==> src/inc/ctw_pkg.sv <==
// Constants, register map and state encodings for the CPU timing and wait-state controller
package ctw_pkg;
   // Register port geometry
   localparam int ADDR_W = 2;
   localparam int DATA_W = 8;
   // Register indices on the plain register port
   localparam logic [1:0] DEV_CTRL_ADDR = 2'h0;
   localparam logic [1:0] AUX_CTRL_ADDR = 2'h1;
   localparam logic [1:0] REM_CFG_ADDR = 2'h2;
   localparam logic [1:0] STATUS_ADDR = 2'h3;
   // Field positions
   localparam int IW_HI = 4;
   localparam int IW_LO = 3;
   localparam int DW_HI = 2;
   localparam int DW_LO = 0;
   localparam int FOUR_READ_BIT = 0;
   localparam int RUN_BIT = 0;
   // Widths of the wait counters
   localparam int IW_W = 2;
   localparam int DW_W = 3;
   // Reset values
   localparam logic [IW_W-1:0] IW_RESET = 2'h3;
   localparam logic [DW_W-1:0] DW_RESET = 3'h7;
   localparam logic FOUR_READ_RESET = 1'b0;
   localparam logic RUN_RESET = 1'b0;
   // Extra TX states after the first one
   localparam logic [1:0] TX_NONE = 2'h0;
   localparam logic [1:0] TX_ONE_MORE = 2'h1;
   // Pin synchroniser depth
   localparam int SYNC_STAGES = 3;
   // Number of synchronised pins: wait and lock
   localparam int SYNC_PINS = 2;

   // Instruction timing class, given by the decoder
   typedef enum logic [2:0] {
      CLS_2T = 3'h0,
      CLS_3T_PROG = 3'h1,
      CLS_DATA = 3'h2,
      CLS_4T_PROG = 3'h3,
      CLS_4T_TWO_WORD = 3'h4
   } ctw_class_type;

   // Timing-control states, one-hot
   typedef enum logic [5:0] {
      ST_IDLE = 6'h01,
      ST_FIRST_FETCH = 6'h02,
      ST_T1 = 6'h04,
      ST_TX = 6'h08,
      ST_TW = 6'h10,
      ST_T2 = 6'h20
   } ctw_state_type;
endpackage

==> src/ctw_timing_ctrl.sv <==
// CPU timing controller: T-state sequencing, wait states, start/stop and bus strobes
//
// Contract
// - Reset gives three instruction, seven data waits.
// - Control bits 4:3 instruction, 2:0 data waits.
// - Instruction wait change delayed unless program control.
// - Data wait change applies at next access.
// - Four-state read change applies at next access.
// - Wait states are TW before final T2.
// - Data access waits: max(data, instruction minus one).
// - Four-state read absorbs one data wait.
// - Two-word instruction waits applied per word.
// - Low wait input keeps adding TW states.
// - Wait input sampled alongside programmed waits.
// - Halted and idle after reset until started.
// - Run bit starts at current address, clear stops.
// - Cleared run bit stops after the instruction's last T2.
// - Strap pins at reset release cause kick-start.
// - Kick-start enters first fetch next edge.
// - State changes only on rising clock edges.
// - Start runs a dummy fetch cycle first.
// - Boundary clock falls entering T2, TW or data TX.
// - Data T1: boundary clock, address latch, request bus.
// - Data T1 holds while locked or remote busy.
// - Data TX loads data counter, decrements instruction.
// - Write strobe low from TW; T2 when counters done.
`timescale 1ns/1ps
module ctw_timing_ctrl
   import ctw_pkg::*;
(
   input wire logic i_mclk,
   input wire logic i_rst_b,
   input wire logic [ADDR_W-1:0] i_reg_addr,
   input wire logic [DATA_W-1:0] i_reg_wdata,
   input wire logic i_reg_wr,
   input wire logic i_reg_rd,
   output logic [DATA_W-1:0] o_reg_rdata,
   input wire logic [2:0] i_instr_class,
   input wire logic i_data_read,
   input wire logic i_wait_b,
   input wire logic i_lock_b,
   input wire logic i_remote_busy,
   input wire logic i_remote_write_strobe_b,
   input wire logic i_remote_read_strobe_b,
   input wire logic i_remote_access_enable,
   output logic o_instruction_boundary_clock,
   output logic o_addr_latch,
   output logic o_write_strobe_b,
   output logic o_read_strobe_b,
   output logic o_bus_req,
   output logic o_instr_start,
   output logic o_pc_clear,
   output logic o_cpu_halted
);

   // Saturating decrement, shared by both wait counters
   function automatic logic [DW_W-1:0] sat_dec(input logic [DW_W-1:0] v);
      sat_dec = (v == '0) ? v : v - 3'h1;
   endfunction

   // Software-visible registers
   logic [IW_W-1:0] iw_sel_reg; // Instruction wait count
   logic [DW_W-1:0] dw_sel_reg; // Data wait count
   logic four_state_read_select; // Extra read TX
   logic cpu_run_bit; // Start/stop
   logic [DATA_W-1:0] rdata_reg; // Read data, one cycle late

   // Sequencer state
   ctw_state_type state_reg;
   ctw_state_type state_next;
   ctw_class_type cls_reg; // Class of the running instruction
   ctw_class_type cls_next;
   logic rd_reg; // Running access is a read
   logic rd_next;
   logic [IW_W-1:0] iw_cnt_reg; // Instruction wait counter
   logic [IW_W-1:0] iw_cnt_next;
   logic [DW_W-1:0] dw_cnt_reg; // Data wait counter
   logic [DW_W-1:0] dw_cnt_next;
   logic [1:0] tx_left_reg; // TX states still to run
   logic [1:0] tx_left_next;
   logic first_tx_reg; // In the first TX of a data access
   logic first_tx_next;
   logic second_word_reg; // Second word of a two-word instruction
   logic second_word_next;
   logic [IW_W-1:0] iw_prev_reg; // Count latched at previous instruction start
   logic [IW_W-1:0] iw_word_reg; // Count used for this instruction's words
   logic [IW_W-1:0] iw_load; // Count loaded on entry to T1
   logic booted_reg; // First edge after reset already seen
   logic kick_start; // Strap pattern seen at reset release

   // Registered outputs
   logic instruction_boundary_clock_reg;
   logic ale_reg;
   logic wr_b_reg;
   logic rd_b_reg;
   logic start_reg;
   logic pc_clear_reg;

   // Pin synchronisers: bit 0 wait, bit 1 lock
   logic [SYNC_PINS-1:0] sync_s1_reg;
   logic [SYNC_PINS-1:0] sync_s2_reg;
   logic [SYNC_PINS-1:0] sync_s3_reg;
   logic [SYNC_PINS-1:0] pin_filt_reg; // Accepted pin levels
   logic [SYNC_PINS-1:0] pin_raw;

   // Decoded conditions
   logic wait_low; // External wait asserted
   logic lock_low; // Bus lock asserted
   logic is_data; // Running instruction is a data access
   logic instr_wait_pending;
   logic data_wait_pending;
   logic waits_done;
   logic at_boundary; // End of T2, point B
   logic wr_dev;
   logic wr_aux;
   logic wr_rem;
   logic new_is_prog;
   logic go_start;
   logic [DW_W-1:0] iw_dec_wide; // Instruction count minus one, widened for the shared function
   logic [IW_W-1:0] iw_dec; // Instruction count minus one, saturating
   logic [DW_W-1:0] dw_dec; // Data count minus one, saturating
   logic counting; // State in which the wait counters move
   logic [IW_W-1:0] iw_after; // Instruction count on leaving this state
   logic [DW_W-1:0] dw_after; // Data count on leaving this state

   // Register port decode
   assign wr_dev = i_reg_wr && (i_reg_addr == DEV_CTRL_ADDR);
   assign wr_aux = i_reg_wr && (i_reg_addr == AUX_CTRL_ADDR);
   assign wr_rem = i_reg_wr && (i_reg_addr == REM_CFG_ADDR);

   // Pin conditions after filtering
   assign pin_raw = {i_lock_b, i_wait_b};
   assign wait_low = ~pin_filt_reg[0];
   assign lock_low = ~pin_filt_reg[1];
   assign is_data = (cls_reg == CLS_DATA);
   assign instr_wait_pending = (iw_after != '0);
   assign data_wait_pending = (dw_after != '0);
   // Wait pin counts exactly like a programmed wait state
   assign waits_done = !instr_wait_pending && !data_wait_pending && !wait_low;
   assign at_boundary = (state_reg == ST_T2);
   assign new_is_prog = (i_instr_class == CLS_3T_PROG) || (i_instr_class == CLS_4T_PROG);
   // Kick-start pattern, only on the first edge after release
   assign kick_start = !booted_reg && !i_remote_write_strobe_b && !i_remote_read_strobe_b
                       && i_remote_access_enable;
   assign go_start = kick_start || cpu_run_bit;

   // Program control picks up a new count at once, others one instruction later
   assign iw_load = new_is_prog ? iw_sel_reg : iw_prev_reg;

   // Counter values after this state, kept outside the sequencer process so
   // the wait decision never loops back through it
   assign iw_dec_wide = sat_dec({1'b0, iw_cnt_reg});
   assign iw_dec = iw_dec_wide[IW_W-1:0];
   assign dw_dec = sat_dec(dw_cnt_reg);
   assign counting = (state_reg == ST_TW) || (state_reg == ST_TX && is_data);
   assign iw_after = counting ? iw_dec : iw_cnt_reg;
   // Data count read live so a write just before still applies
   assign dw_after = (state_reg == ST_TX && is_data && first_tx_reg) ? dw_sel_reg
                     : (counting ? dw_dec : dw_cnt_reg);

   // Three-stage synchroniser; a change counts once stages two and three agree
   always_ff @(posedge i_mclk or negedge i_rst_b) begin
      if (!i_rst_b) begin
         sync_s1_reg <= '1;
         sync_s2_reg <= '1;
         sync_s3_reg <= '1;
         pin_filt_reg <= '1;
      end else begin
         sync_s1_reg <= pin_raw;
         sync_s2_reg <= sync_s1_reg;
         sync_s3_reg <= sync_s2_reg;
         pin_filt_reg <= (sync_s2_reg == sync_s3_reg) ? sync_s3_reg : pin_filt_reg;
      end
   end

   // Control registers; strap pins are taken on the clock after release, never in reset
   always_ff @(posedge i_mclk or negedge i_rst_b) begin
      if (!i_rst_b) begin
         iw_sel_reg <= IW_RESET;
         dw_sel_reg <= DW_RESET;
         four_state_read_select <= FOUR_READ_RESET;
         cpu_run_bit <= RUN_RESET;
         booted_reg <= 1'b0;
      end else begin
         booted_reg <= 1'b1;
         if (wr_dev) begin
            iw_sel_reg <= i_reg_wdata[IW_HI:IW_LO];
            dw_sel_reg <= i_reg_wdata[DW_HI:DW_LO];
         end
         if (wr_aux) begin
            four_state_read_select <= i_reg_wdata[FOUR_READ_BIT];
         end
         // Kick-start sets the run bit so execution carries on past the first instruction
         if (kick_start) begin
            cpu_run_bit <= 1'b1;
         end else if (wr_rem) begin
            cpu_run_bit <= i_reg_wdata[RUN_BIT];
         end
      end
   end

   // Read data stand in the cycle after the strobe; unmapped bits read zero
   always_ff @(posedge i_mclk or negedge i_rst_b) begin
      if (!i_rst_b) begin
         rdata_reg <= '0;
      end else if (i_reg_rd) begin
         unique case (i_reg_addr)
            DEV_CTRL_ADDR: rdata_reg <= {3'h0, iw_sel_reg, dw_sel_reg};
            AUX_CTRL_ADDR: rdata_reg <= {7'h00, four_state_read_select};
            REM_CFG_ADDR: rdata_reg <= {7'h00, cpu_run_bit};
            STATUS_ADDR: rdata_reg <= {2'h0, state_reg};
         endcase
      end else begin
         rdata_reg <= '0;
      end
   end

   // Next-state logic of the timing sequencer
   always_comb begin
      state_next = state_reg;
      cls_next = cls_reg;
      rd_next = rd_reg;
      iw_cnt_next = iw_cnt_reg;
      dw_cnt_next = dw_cnt_reg;
      tx_left_next = tx_left_reg;
      first_tx_next = 1'b0;
      second_word_next = second_word_reg;
      unique case (state_reg)
         ST_IDLE: begin
            // Held here from reset until started
            if (go_start) begin
               state_next = ST_FIRST_FETCH;
            end
         end
         ST_FIRST_FETCH: begin
            // Dummy cycle that only fetches the first instruction
            state_next = ST_T1;
            cls_next = CLS_2T;
            rd_next = 1'b0;
            second_word_next = 1'b1;
            iw_cnt_next = iw_sel_reg;
            dw_cnt_next = '0;
         end
         ST_T1: begin
            if (is_data) begin
               // Enter TX only with the bus free
               if (!lock_low && !i_remote_busy) begin
                  state_next = ST_TX;
                  first_tx_next = 1'b1;
                  tx_left_next = (rd_reg && four_state_read_select) ? TX_ONE_MORE : TX_NONE;
               end
            end else if (cls_reg == CLS_3T_PROG) begin
               state_next = ST_TX;
               tx_left_next = TX_NONE;
            end else if (cls_reg == CLS_4T_PROG) begin
               state_next = ST_TX;
               tx_left_next = TX_ONE_MORE;
            end else begin
               state_next = waits_done ? ST_T2 : ST_TW;
            end
         end
         ST_TX: begin
            if (is_data) begin
               // TX stands for one instruction wait state in a data access
               iw_cnt_next = iw_after;
               // Data count loaded at the first TX, counted down after
               dw_cnt_next = dw_after;
            end
            if (tx_left_reg != TX_NONE) begin
               // Second TX of a four-state read takes up one data wait
               tx_left_next = tx_left_reg - 2'h1;
            end else begin
               state_next = waits_done ? ST_T2 : ST_TW;
            end
         end
         ST_TW: begin
            // Both counters run at once
            iw_cnt_next = iw_after;
            dw_cnt_next = dw_after;
            state_next = waits_done ? ST_T2 : ST_TW;
         end
         ST_T2: begin
            // Point B: second word, next instruction or stop
            if (cls_reg == CLS_4T_TWO_WORD && !second_word_reg) begin
               state_next = ST_T1;
               second_word_next = 1'b1;
               iw_cnt_next = iw_word_reg;
            end else if (cpu_run_bit) begin
               state_next = ST_T1;
               cls_next = ctw_class_type'(i_instr_class);
               rd_next = i_data_read;
               second_word_next = 1'b0;
               iw_cnt_next = iw_load;
               dw_cnt_next = '0;
            end else begin
               state_next = ST_IDLE;
            end
         end
         default: begin
            state_next = ST_IDLE;
         end
      endcase
   end

   // Sequencer registers, all moving on the rising edge
   always_ff @(posedge i_mclk or negedge i_rst_b) begin
      if (!i_rst_b) begin
         state_reg <= ST_IDLE;
         cls_reg <= CLS_2T;
         rd_reg <= 1'b0;
         iw_cnt_reg <= '0;
         dw_cnt_reg <= '0;
         tx_left_reg <= TX_NONE;
         first_tx_reg <= 1'b0;
         second_word_reg <= 1'b0;
      end else begin
         state_reg <= state_next;
         cls_reg <= cls_next;
         rd_reg <= rd_next;
         iw_cnt_reg <= iw_cnt_next;
         dw_cnt_reg <= dw_cnt_next;
         tx_left_reg <= tx_left_next;
         first_tx_reg <= first_tx_next;
         second_word_reg <= second_word_next;
      end
   end

   // Instruction wait counts latched at each instruction start
   always_ff @(posedge i_mclk or negedge i_rst_b) begin
      if (!i_rst_b) begin
         iw_prev_reg <= IW_RESET;
         iw_word_reg <= IW_RESET;
      end else if (at_boundary && cpu_run_bit && state_next == ST_T1 && !second_word_next) begin
         iw_prev_reg <= iw_sel_reg;
         iw_word_reg <= iw_load;
      end
   end

   // Strobes and pulses registered from the next state so they change with it
   always_ff @(posedge i_mclk or negedge i_rst_b) begin
      if (!i_rst_b) begin
         instruction_boundary_clock_reg <= 1'b0;
         ale_reg <= 1'b0;
         wr_b_reg <= 1'b1;
         rd_b_reg <= 1'b1;
         start_reg <= 1'b0;
         pc_clear_reg <= 1'b0;
      end else begin
         // Boundary clock high in T1, and in TX outside data accesses
         instruction_boundary_clock_reg <= (state_next == ST_T1)
                     || (state_next == ST_TX && cls_next != CLS_DATA);
         // Latch strobe registered with the state: high across the data T1
         ale_reg <= (state_next == ST_T1) && (cls_next == CLS_DATA);
         // Write strobe low from the first TW through T2
         wr_b_reg <= !((cls_next == CLS_DATA) && !rd_next
                     && (state_next == ST_TW || state_next == ST_T2));
         // Read strobe low in the same window, plus the second TX of a four-state read
         rd_b_reg <= !((cls_next == CLS_DATA) && rd_next
                     && (state_next == ST_TW || state_next == ST_T2
                         || (state_next == ST_TX && !first_tx_next)));
         start_reg <= at_boundary && cpu_run_bit && (state_next == ST_T1) && !second_word_next;
         pc_clear_reg <= kick_start;
      end
   end

   // Outputs
   assign o_reg_rdata = rdata_reg;
   assign o_instruction_boundary_clock = instruction_boundary_clock_reg;
   assign o_addr_latch = ale_reg;
   assign o_write_strobe_b = wr_b_reg;
   assign o_read_strobe_b = rd_b_reg;
   assign o_bus_req = (state_reg == ST_T1) && is_data;
   assign o_instr_start = start_reg;
   assign o_pc_clear = pc_clear_reg;
   assign o_cpu_halted = (state_reg == ST_IDLE);

endmodule

==> config.mk <==
export PLATFORM = sky130hd
export DESIGN_NAME = ctw_timing_ctrl
export DESIGN_NICKNAME = d
export VERILOG_FILES = /design/src/inc/ctw_pkg.sv /design/src/ctw_timing_ctrl.sv
export SDC_FILE = /design/constraint.sdc
export NUM_CORES = 1
export LEC_CHECK = 0
export ABC_AREA = 1
export BUFFER_PORTS_ARGS = -buffer_cell sky130_fd_sc_hd__buf_2
export CORE_ASPECT_RATIO = 1.4
export CORE_UTILIZATION = 50
export DETAILED_ROUTE_END_ITERATION = 12
export PLACE_DENSITY = 0.7
export REMOVE_ABC_BUFFERS = 1
export SLEW_MARGIN = 10
export SYNTH_ARGS = -nofsm -noshare
export SYNTH_HDL_FRONTEND = slang
export SYNTH_SLANG_ARGS = --single-unit
==> constraint.sdc <==
create_clock -name i_mclk -period 1.9 [get_ports i_mclk]
set_input_delay 0.095 -clock i_mclk [delete_from_list [all_inputs] [get_ports i_mclk]]
set_output_delay 0.095 -clock i_mclk [all_outputs]
set_load 0.05 [all_outputs]
==> summary.md, run 1 <==
| Metric | Value |
|---|---|
| Top cell family by delay on the critical path | `simple AND/OR/NAND/NOR gates` |
| TritonCTS buffer count | `5` |
| Std cell rows | `31` |
| Combined buffer and inverter count along the critical path | `1` |
| Pwr Total | `around 3.5 mW` |
| Number of clock sinks | `51` |
| Router iterations before antenna repair | `4` |
| Global-route wire length before repair | `between 8000 and 9000 um` |
| Share of the synthesized area in compound gates (AO/OA/AOI/OAI) | `0.0940` |
| Critical path data required time | `~2200 ps` |
| Final Worst Setup Slack | `~120 ps` |
| Proportion of register bits with asynchronous set or reset after synthesis | `1.00` |
| Cells along the critical path | `nor2_4, nand2_2, nor2_4, buf_4, a21oi_1, nor2_2, nor2_2, nand3_1, nand2_1, nand2_1` |
| Depth of the most critical reg-to-reg path | `10` |
| Share of the synthesized area in the top cell type | `0.289` |
| Final Hold Vio Count | `0` |
| Total net switching power | `about 1.4 mW` |
| Area growth, synth to finish | `16.9%` |
| Final period util | `0.936` |
| Layout cells sized above 1 | `0.367` |
| Total via count after detailed routing | `2118` |
| Startpoint of the worst setup timing path | `state_reg[4]` |
| DR DRC count | `0` |
| I/O Buffers | `34` |
| Clock tree root driver cell | `sky130_fd_sc_hd__clkbuf_8` |
| Top cells by instance count after synthesis | `sky130_fd_sc_hd__nand2_1, sky130_fd_sc_hd__inv_1, sky130_fd_sc_hd__dfrtp_1` |
| Number of antenna violations at the first check in global routing | `0` |
| Reg clk slew, reported paths | `roughly 90 ps` |
| Total count of max-transition violations in the final report | `0` |
| Starting Density | `0.521` |
| Per-instance average area after synthesis | `8.90 um2` |
| Detailed Route WL | `5410 um` |
| Worst setup path endpoint | `o_read_strobe_b` |
| Leading post-synthesis cells by cell area | `sky130_fd_sc_hd__dfrtp_1, sky130_fd_sc_hd__dfstp_2, sky130_fd_sc_hd__nand2_1` |
| Beginning of the worst register-to-register path | `state_reg[4]` |
| Area taken by flip-flops and latches | `0.00130 mm2` |
| Vias in the first global route | `1974` |
| Number of flops mapped to enable cells by yosys | `0` |
| Residual antenna-violating net count after detailed routing | `0` |
| Global-route total usage across every layer | `0.207` |
| Maximum buffer depth of the clock tree | `2` |
| Primary flip-flop cell chosen by synthesis mapping | `sky130_fd_sc_hd__dfrtp_1` |
| Leakage Power | `1.59 nW` |
| Worst min-delay path category | `in2reg` |
| Max incr delay on CP | `440 ps` |
| Type of element launching the critical path | `flop` |
| Proportion of synthesized chip area in sequential cells | `0.484` |
| Multi-input combinational cell area | `0.00119 mm2` |
| Stages on the worst setup path | `10` |
| Placer Congestion | `about 0.82` |
| Share of the synthesized netlist area taken by xor and xnor gates | `0.00652` |
| Detail Placement HPWL | `4220 um` |
| Post-synthesis share of cell area spent on full adders, half adders and majority gates | `0.0186` |
| Most numerous cell in the Yosys netlist | `sky130_fd_sc_hd__nand2_1` |
| Sequential share of power | `0.432` |
| Worst-path fanout max | `8` |
| Highest clock rate | `0.562 GHz` |
| Netlist cell types | `34` |
| Worst path slowest cell | `sky130_fd_sc_hd__dfrtp_1` |
| Largest voltage drop on the vdd net | `0.750 mV` |
| Simple-gate share of the synthesized area | `0.295` |
| Ant diodes | `0` |
| Count of routing violations after the opening detailed-route iteration | `97` |
| Layout filler cell count | `478` |
| Share of power burned in the clock network | `0.179` |
| TritonCTS clock tree | `built` |
| WL/cell | `~13 um` |
| Reg2reg end | `o_read_strobe_b` |
| Number of synthesized register bits | `51` |
| Post-Syn Instances | `approximately 300` |
| Arr. time, crit path | `2030 ps` |
| Final critical-path required period | `roughly 1800 ps` |
| Final setup violation count | `0` |
| Setup slack of the worst register-to-register path | `120 ps` |
| Combinational family with the most area after synthesis | `simple AND/OR/NAND/NOR gates` |
| Post-synthesis mux area share | `0.0209` |
| Overflow left after global routing | `0` |
| Max-cap violations | `0` |
| Die H | `88.7 um` |
| Power per cell area | `around 1100 mW/mm2` |
| Maximum number of pins on one net before global-route repair | `20` |
| Overall die area | `0.00568 mm2` |
| Fin nets | `between 300 and 400` |
| Die extent in x | `64.0 um` |
| Clock latency on the worst-skew pair | `about 300 ps` |
| Detail-routed via count per cell | `5.01` |
| Placement Setup Slack | `188 ps` |
| Boundary pin count | `40` |
| Worst Setup Path Type | `reg2reg` |
| H-tree levels | `2` |
| Core footprint | `0.00516 mm2` |
| Largest area contributor in the synthesized netlist | `sky130_fd_sc_hd__dfrtp_1` |
| Layout Skew | `between 5 and 6 ps` |
| Sw frac | `0.402` |
| Post-synthesis instance area | `0.00269 mm2` |
| Yosys warning total | `0` |
| Category of the worst setup path capture point | `flop` |
| Cell Int Power | `between 2 and 2.5 mW` |
| Run status | `finished, final reports clean` |
| Comb pwr share | `0.389` |
[worst min path at each step]
stage,from,end,cells after the start
after detailed placement,i_rst_b,rd_reg,1
after global placement,i_rst_b,rd_reg,1
final,i_reg_wdata[3],iw_sel_reg[0],2
after CTS,i_reg_wdata[3],iw_sel_reg[0],2
after global routing,i_reg_wdata[2],dw_sel_reg[2],2
after floorplan,i_rst_b,booted_reg,0
[final cells by class]
class | count | area share
inverter | 50 | 0.0629
timing repair buffer | 47 | 0.0876
tap | 66 | 0.0263
sequential | 51 | 0.415
clock inverter | 1 | 0.00159
clock buffer | 7 | 0.0275
multi-input combinational | 201 | 0.379
[cell families (layout without fill, tap and decap cells)]
kind of cell | count (synthesis) | in the layout
adders and majority gates | 4 | 4
AOI/OAI and AO/OA | 42 | 42
other | 2 | 3
DFF | 51 | 51
buffers and inverters | 52 | 105
xor gates and xnor gates | 2 | 2
and+or+nand+nor | 144 | 145
muxes | 5 | 5
[metal layers]
layer / vias to the layer above / wire length [um] / track usage
li1: 1060 / - / -
met1: 1011 / 2250 / 0.236
met2: 33 / 2840 / 0.371
met3: 14 / 153 / 0.0399
met4: 0 / 163 / 0.101
met5: - / 0 / 0
[cell usage in the layout, fill, tap and decap left out]
cell	instances
sky130_fd_sc_hd__o21ai_2	2
sky130_fd_sc_hd__nand2_2	13
sky130_fd_sc_hd__a21oi_2	1
sky130_fd_sc_hd__xnor2_1	2
sky130_fd_sc_hd__nor2_1	17
sky130_fd_sc_hd__dfrtp_2	2
sky130_fd_sc_hd__nor2_4	9
sky130_fd_sc_hd__mux2_2	5
sky130_fd_sc_hd__nand2_4	5
sky130_fd_sc_hd__nand3_1	15
sky130_fd_sc_hd__nand3_4	1
sky130_fd_sc_hd__dlygate4sd3_1	3
sky130_fd_sc_hd__o22ai_1	3
sky130_fd_sc_hd__dfstp_2	20
sky130_fd_sc_hd__clkinv_4	1
sky130_fd_sc_hd__dfrtp_1	29
sky130_fd_sc_hd__nor3_1	3
sky130_fd_sc_hd__inv_1	41
sky130_fd_sc_hd__nand3_2	2
sky130_fd_sc_hd__nand2_1	68
sky130_fd_sc_hd__nand4_2	2
sky130_fd_sc_hd__buf_4	10
sky130_fd_sc_hd__ha_1	4
sky130_fd_sc_hd__a21oi_1	12
sky130_fd_sc_hd__clkbuf_8	6
sky130_fd_sc_hd__buf_2	34
sky130_fd_sc_hd__conb_1	3
sky130_fd_sc_hd__clkbuf_1	1
sky130_fd_sc_hd__o211ai_1	2
sky130_fd_sc_hd__o21ai_1	4
sky130_fd_sc_hd__clkinv_2	1
sky130_fd_sc_hd__a41oi_1	1
sky130_fd_sc_hd__o31ai_4	1
sky130_fd_sc_hd__inv_2	6
sky130_fd_sc_hd__inv_4	2
sky130_fd_sc_hd__a22oi_1	1
sky130_fd_sc_hd__nand4_4	2
sky130_fd_sc_hd__nand4_1	2
sky130_fd_sc_hd__nor2_2	6
sky130_fd_sc_hd__o21ai_0	15
[timing repair]
| action | CTS | global route |
|---|---|---|
| endpoints found under the setup margin | 0 | 2 |
| hold buffers | 3 | 0 |
| resized for setup | 0 | 4 |
| setup buffers | 0 | 7 |
| hold endpoints to repair | 8 | 0 |
[power by group through the flow]
stage          clock network [mW]  registers, mW  logic, mW
6_report                    0.634           1.53       1.38
5_1_grt                     0.703           1.55       1.53
4_1_cts                     0.651           1.53       1.30
3_5_place_dp                    0           1.55       1.29
3_3_place_gp                    0           1.54       1.26
2_1_floorplan                   0           1.60      0.928
[through the flow]
| stage | setup TNS [ps] | instance area [um2] | util | hold WS, ps | std cells |
|---|---|---|---|---|---|
| detailed placement | 0 | 2950 | 0.572 | 61.0 | 404 |
| global placement | 0 | 2950 | 0.572 | 48.5 | 404 |
| floorplan | 0 | 2680 | - | -201 | 301 |
| finish | 0 | 3140 | 0.609 | 16.2 | 423 |
| global route | -7.42 | 3140 | 0.609 | 9.09 | 423 |
| CTS | 0 | 3070 | 0.596 | 13.3 | 415 |
Power figures use the tool's default switching activity.
==> inputs of run 2 (changes only) <==
--- a/config.mk
+++ b/config.mk
@@ -8,9 +8,9 @@
 export ABC_AREA = 1
 export BUFFER_PORTS_ARGS = -buffer_cell sky130_fd_sc_hd__buf_2
 export CORE_ASPECT_RATIO = 1.4
-export CORE_UTILIZATION = 50
+export CORE_UTILIZATION = 57
 export DETAILED_ROUTE_END_ITERATION = 12
-export PLACE_DENSITY = 0.7
+export PLACE_DENSITY = 0.8
 export REMOVE_ABC_BUFFERS = 1
 export SLEW_MARGIN = 10
 export SYNTH_ARGS = -nofsm -noshare
==> run 2 against run 1 <==
Effect of this change:
- clock power up 21%
- clock skew up 2.6 ps
- first-iteration DRC count down 15%
- combinational power down 6%
- non-clock buffer count down 8
- critical path type unchanged
==> summary.md, run 2 (synthesized netlist as in run 1, its figures left out) <==
| Metric | Value |
|---|---|
| Run status | `finished, final reports clean` |
| Worst-path fanout max | `6` |
| Total via count after detailed routing | `roughly 2100` |
| Overall die area | `0.00500 mm2` |
| Overflow left after global routing | `0` |
| Ant diodes | `0` |
| Highest clock rate | `0.572 GHz` |
| Reg clk slew, reported paths | `90 ps` |
| WL/cell | `12.6 um` |
| Max-cap violations | `0` |
| Fin nets | `375` |
| I/O Buffers | `34` |
| Total Negative Setup Slacks | `0 ps` |
| Final Hold Vio Count | `0` |
| H-tree levels | `2` |
| Worst min-delay path category | `in2reg` |
| Number of clock sinks | `51` |
| Category of the worst setup path capture point | `flop` |
| Final setup violation count | `0` |
| Largest voltage drop on the vdd net | `0.725 mV` |
| Most frequent standard cell in the layout excluding fill and tap cells | `sky130_fd_sc_hd__nand2_1` |
| Setup slack of the worst register-to-register path | `roughly 150 ps` |
| Die H | `83.2 um` |
| Maximum buffer depth of the clock tree | `2` |
| Starting Density | `0.593` |
| Depth of the most critical reg-to-reg path | `12` |
| Die extent in x | `60.0 um` |
| Beginning of the worst register-to-register path | `state_reg[1]` |
| Layout cells sized above 1 | `0.345` |
| Worst Setup Path Type | `reg2reg` |
| Clock latency on the worst-skew pair | `310 ps` |
| TritonCTS buffer count | `5` |
| Global-route total usage across every layer | `0.239` |
| Clock tree root driver cell | `sky130_fd_sc_hd__clkbuf_8` |
| Final critical-path required period | `approximately 1700 ps` |
| Reg2reg end | `o_write_strobe_b` |
| Global-route wire length before repair | `8980 um` |
| Total count of max-transition violations in the final report | `0` |
| Post-CTS Setup Bufs | `0` |
| Power per cell area | `1160 mW/mm2` |
| Detail Placement HPWL | `4080 um` |
| Multi-input combinational cell area | `0.00119 mm2` |
| TritonCTS clock tree | `built` |
| DR DRC count | `0` |
| Layout Skew | `approximately 7.7 ps` |
| Area growth, synth to finish | `15.4%` |
| Detailed Route WL | `slightly above 5000 um` |
| Leakage Power | `1.56 nW` |
| Critical path data required time | `2140 ps` |
| Boundary pin count | `40` |
| Source of the worst hold timing path | `i_reg_wdata[3]` |
| Number of antenna violations at the first check in global routing | `0` |
| Count of routing violations after the opening detailed-route iteration | `82` |
| Maximum number of pins on one net before global-route repair | `20` |
| Final period util | `0.921` |
| Commonest cells after routing, fill and taps aside | `sky130_fd_sc_hd__nand2_1, sky130_fd_sc_hd__inv_1, sky130_fd_sc_hd__buf_2` |
| Residual antenna-violating net count after detailed routing | `0` |
| Utilization of the core after routing | `0.684` |
| Std cell rows | `29` |
| Vias in the first global route | `2161` |
| Type of element launching the critical path | `flop` |
| Arr. time, crit path | `~2000 ps` |
| Cell depth of the worst min-delay path | `2` |
| Area taken by flip-flops and latches | `roughly 0.0013 mm2` |
| Router iterations before antenna repair | `4` |
| Setup repair after global routing missed its margin | `false` |
| Layout filler cell count | `378` |
| Worst-case hold path end point | `iw_sel_reg[0]` |
| Core footprint | `0.00454 mm2` |
| Detail-routed via count per cell | `slightly above 5` |
| Placer Congestion | `0.864` |
-- run 2: critical path, cell delays in order, from the launching register on --
cell and delay (ps):
sky130_fd_sc_hd__dfrtp_1 460, sky130_fd_sc_hd__nor2_4 230, sky130_fd_sc_hd__nand2_2 110, sky130_fd_sc_hd__nor2_4 150
sky130_fd_sc_hd__inv_2 100, sky130_fd_sc_hd__nand2_4 80, sky130_fd_sc_hd__nor2_2 50, sky130_fd_sc_hd__nand4_1 70
sky130_fd_sc_hd__nand2_1 70, sky130_fd_sc_hd__nor2_2 100, sky130_fd_sc_hd__inv_1 70, sky130_fd_sc_hd__nor2_1 100
sky130_fd_sc_hd__nand3_1 80
-- run 2: what timing repair did --
action	in CTS	in global routing
endpoints found under the setup margin	0	1
endpoints found under the hold margin	17	0
gates resized for setup	0	2
hold buffers	3	0
-- run 2: cell type report --
class,count,area share
clock inverters,2,0.0113
well taps,62,0.0250
multi-input cells,200,0.385
flip-flops and latches,51,0.420
repair buffers,39,0.0694
inverters,50,0.0630
clock buffers,6,0.0266
-- run 2: how the worst max path moves through the flow --
stage                 startpoint          endpoint  slack (ps)  cells after the start
detailed placement  state_reg[1]   o_read_strobe_b         180                     10
CTS                 state_reg[1]   o_read_strobe_b         170                     10
global route        state_reg[1]   o_read_strobe_b          20                     11
floorplan           state_reg[1]   o_read_strobe_b         160                     10
global placement    state_reg[1]   o_read_strobe_b         210                     10
finish              state_reg[1]  o_write_strobe_b         150                     12
-- run 2: per-layer routing --
metal / routed length, um / vias up / global-route usage
met5: 0 / - / 0
met4: 162 / 0 / 0.110
met3: 137 / 13 / 0.0436
met2: 2810 / 32 / 0.429
met1: 2050 / 995 / 0.259
li1: - / 1041 / -
-- run 2: through the flow --
step | hold slack [ps] | area, um2 | power (mW) | std cells | setup slack (ps)
4_1_cts | 14.7 | 3090 | 3.61 | 410 | 166
3_3_place_gp | 41.4 | 2940 | 2.78 | 399 | 206
3_5_place_dp | 44.2 | 2940 | 2.83 | 399 | 184
2_1_floorplan | -201 | 2680 | 2.52 | 301 | 160
5_1_grt | 26.2 | 3100 | 3.83 | 410 | 15.6
6_report | 18.9 | 3100 | 3.60 | 410 | 151
-- run 2: power by group --
part	internal [mW]	total (mW)	switching, mW
clock network	0.426	0.768	0.342
logic	0.416	1.30	0.880
registers	1.34	1.54	0.194
total	2.18	3.60	1.42
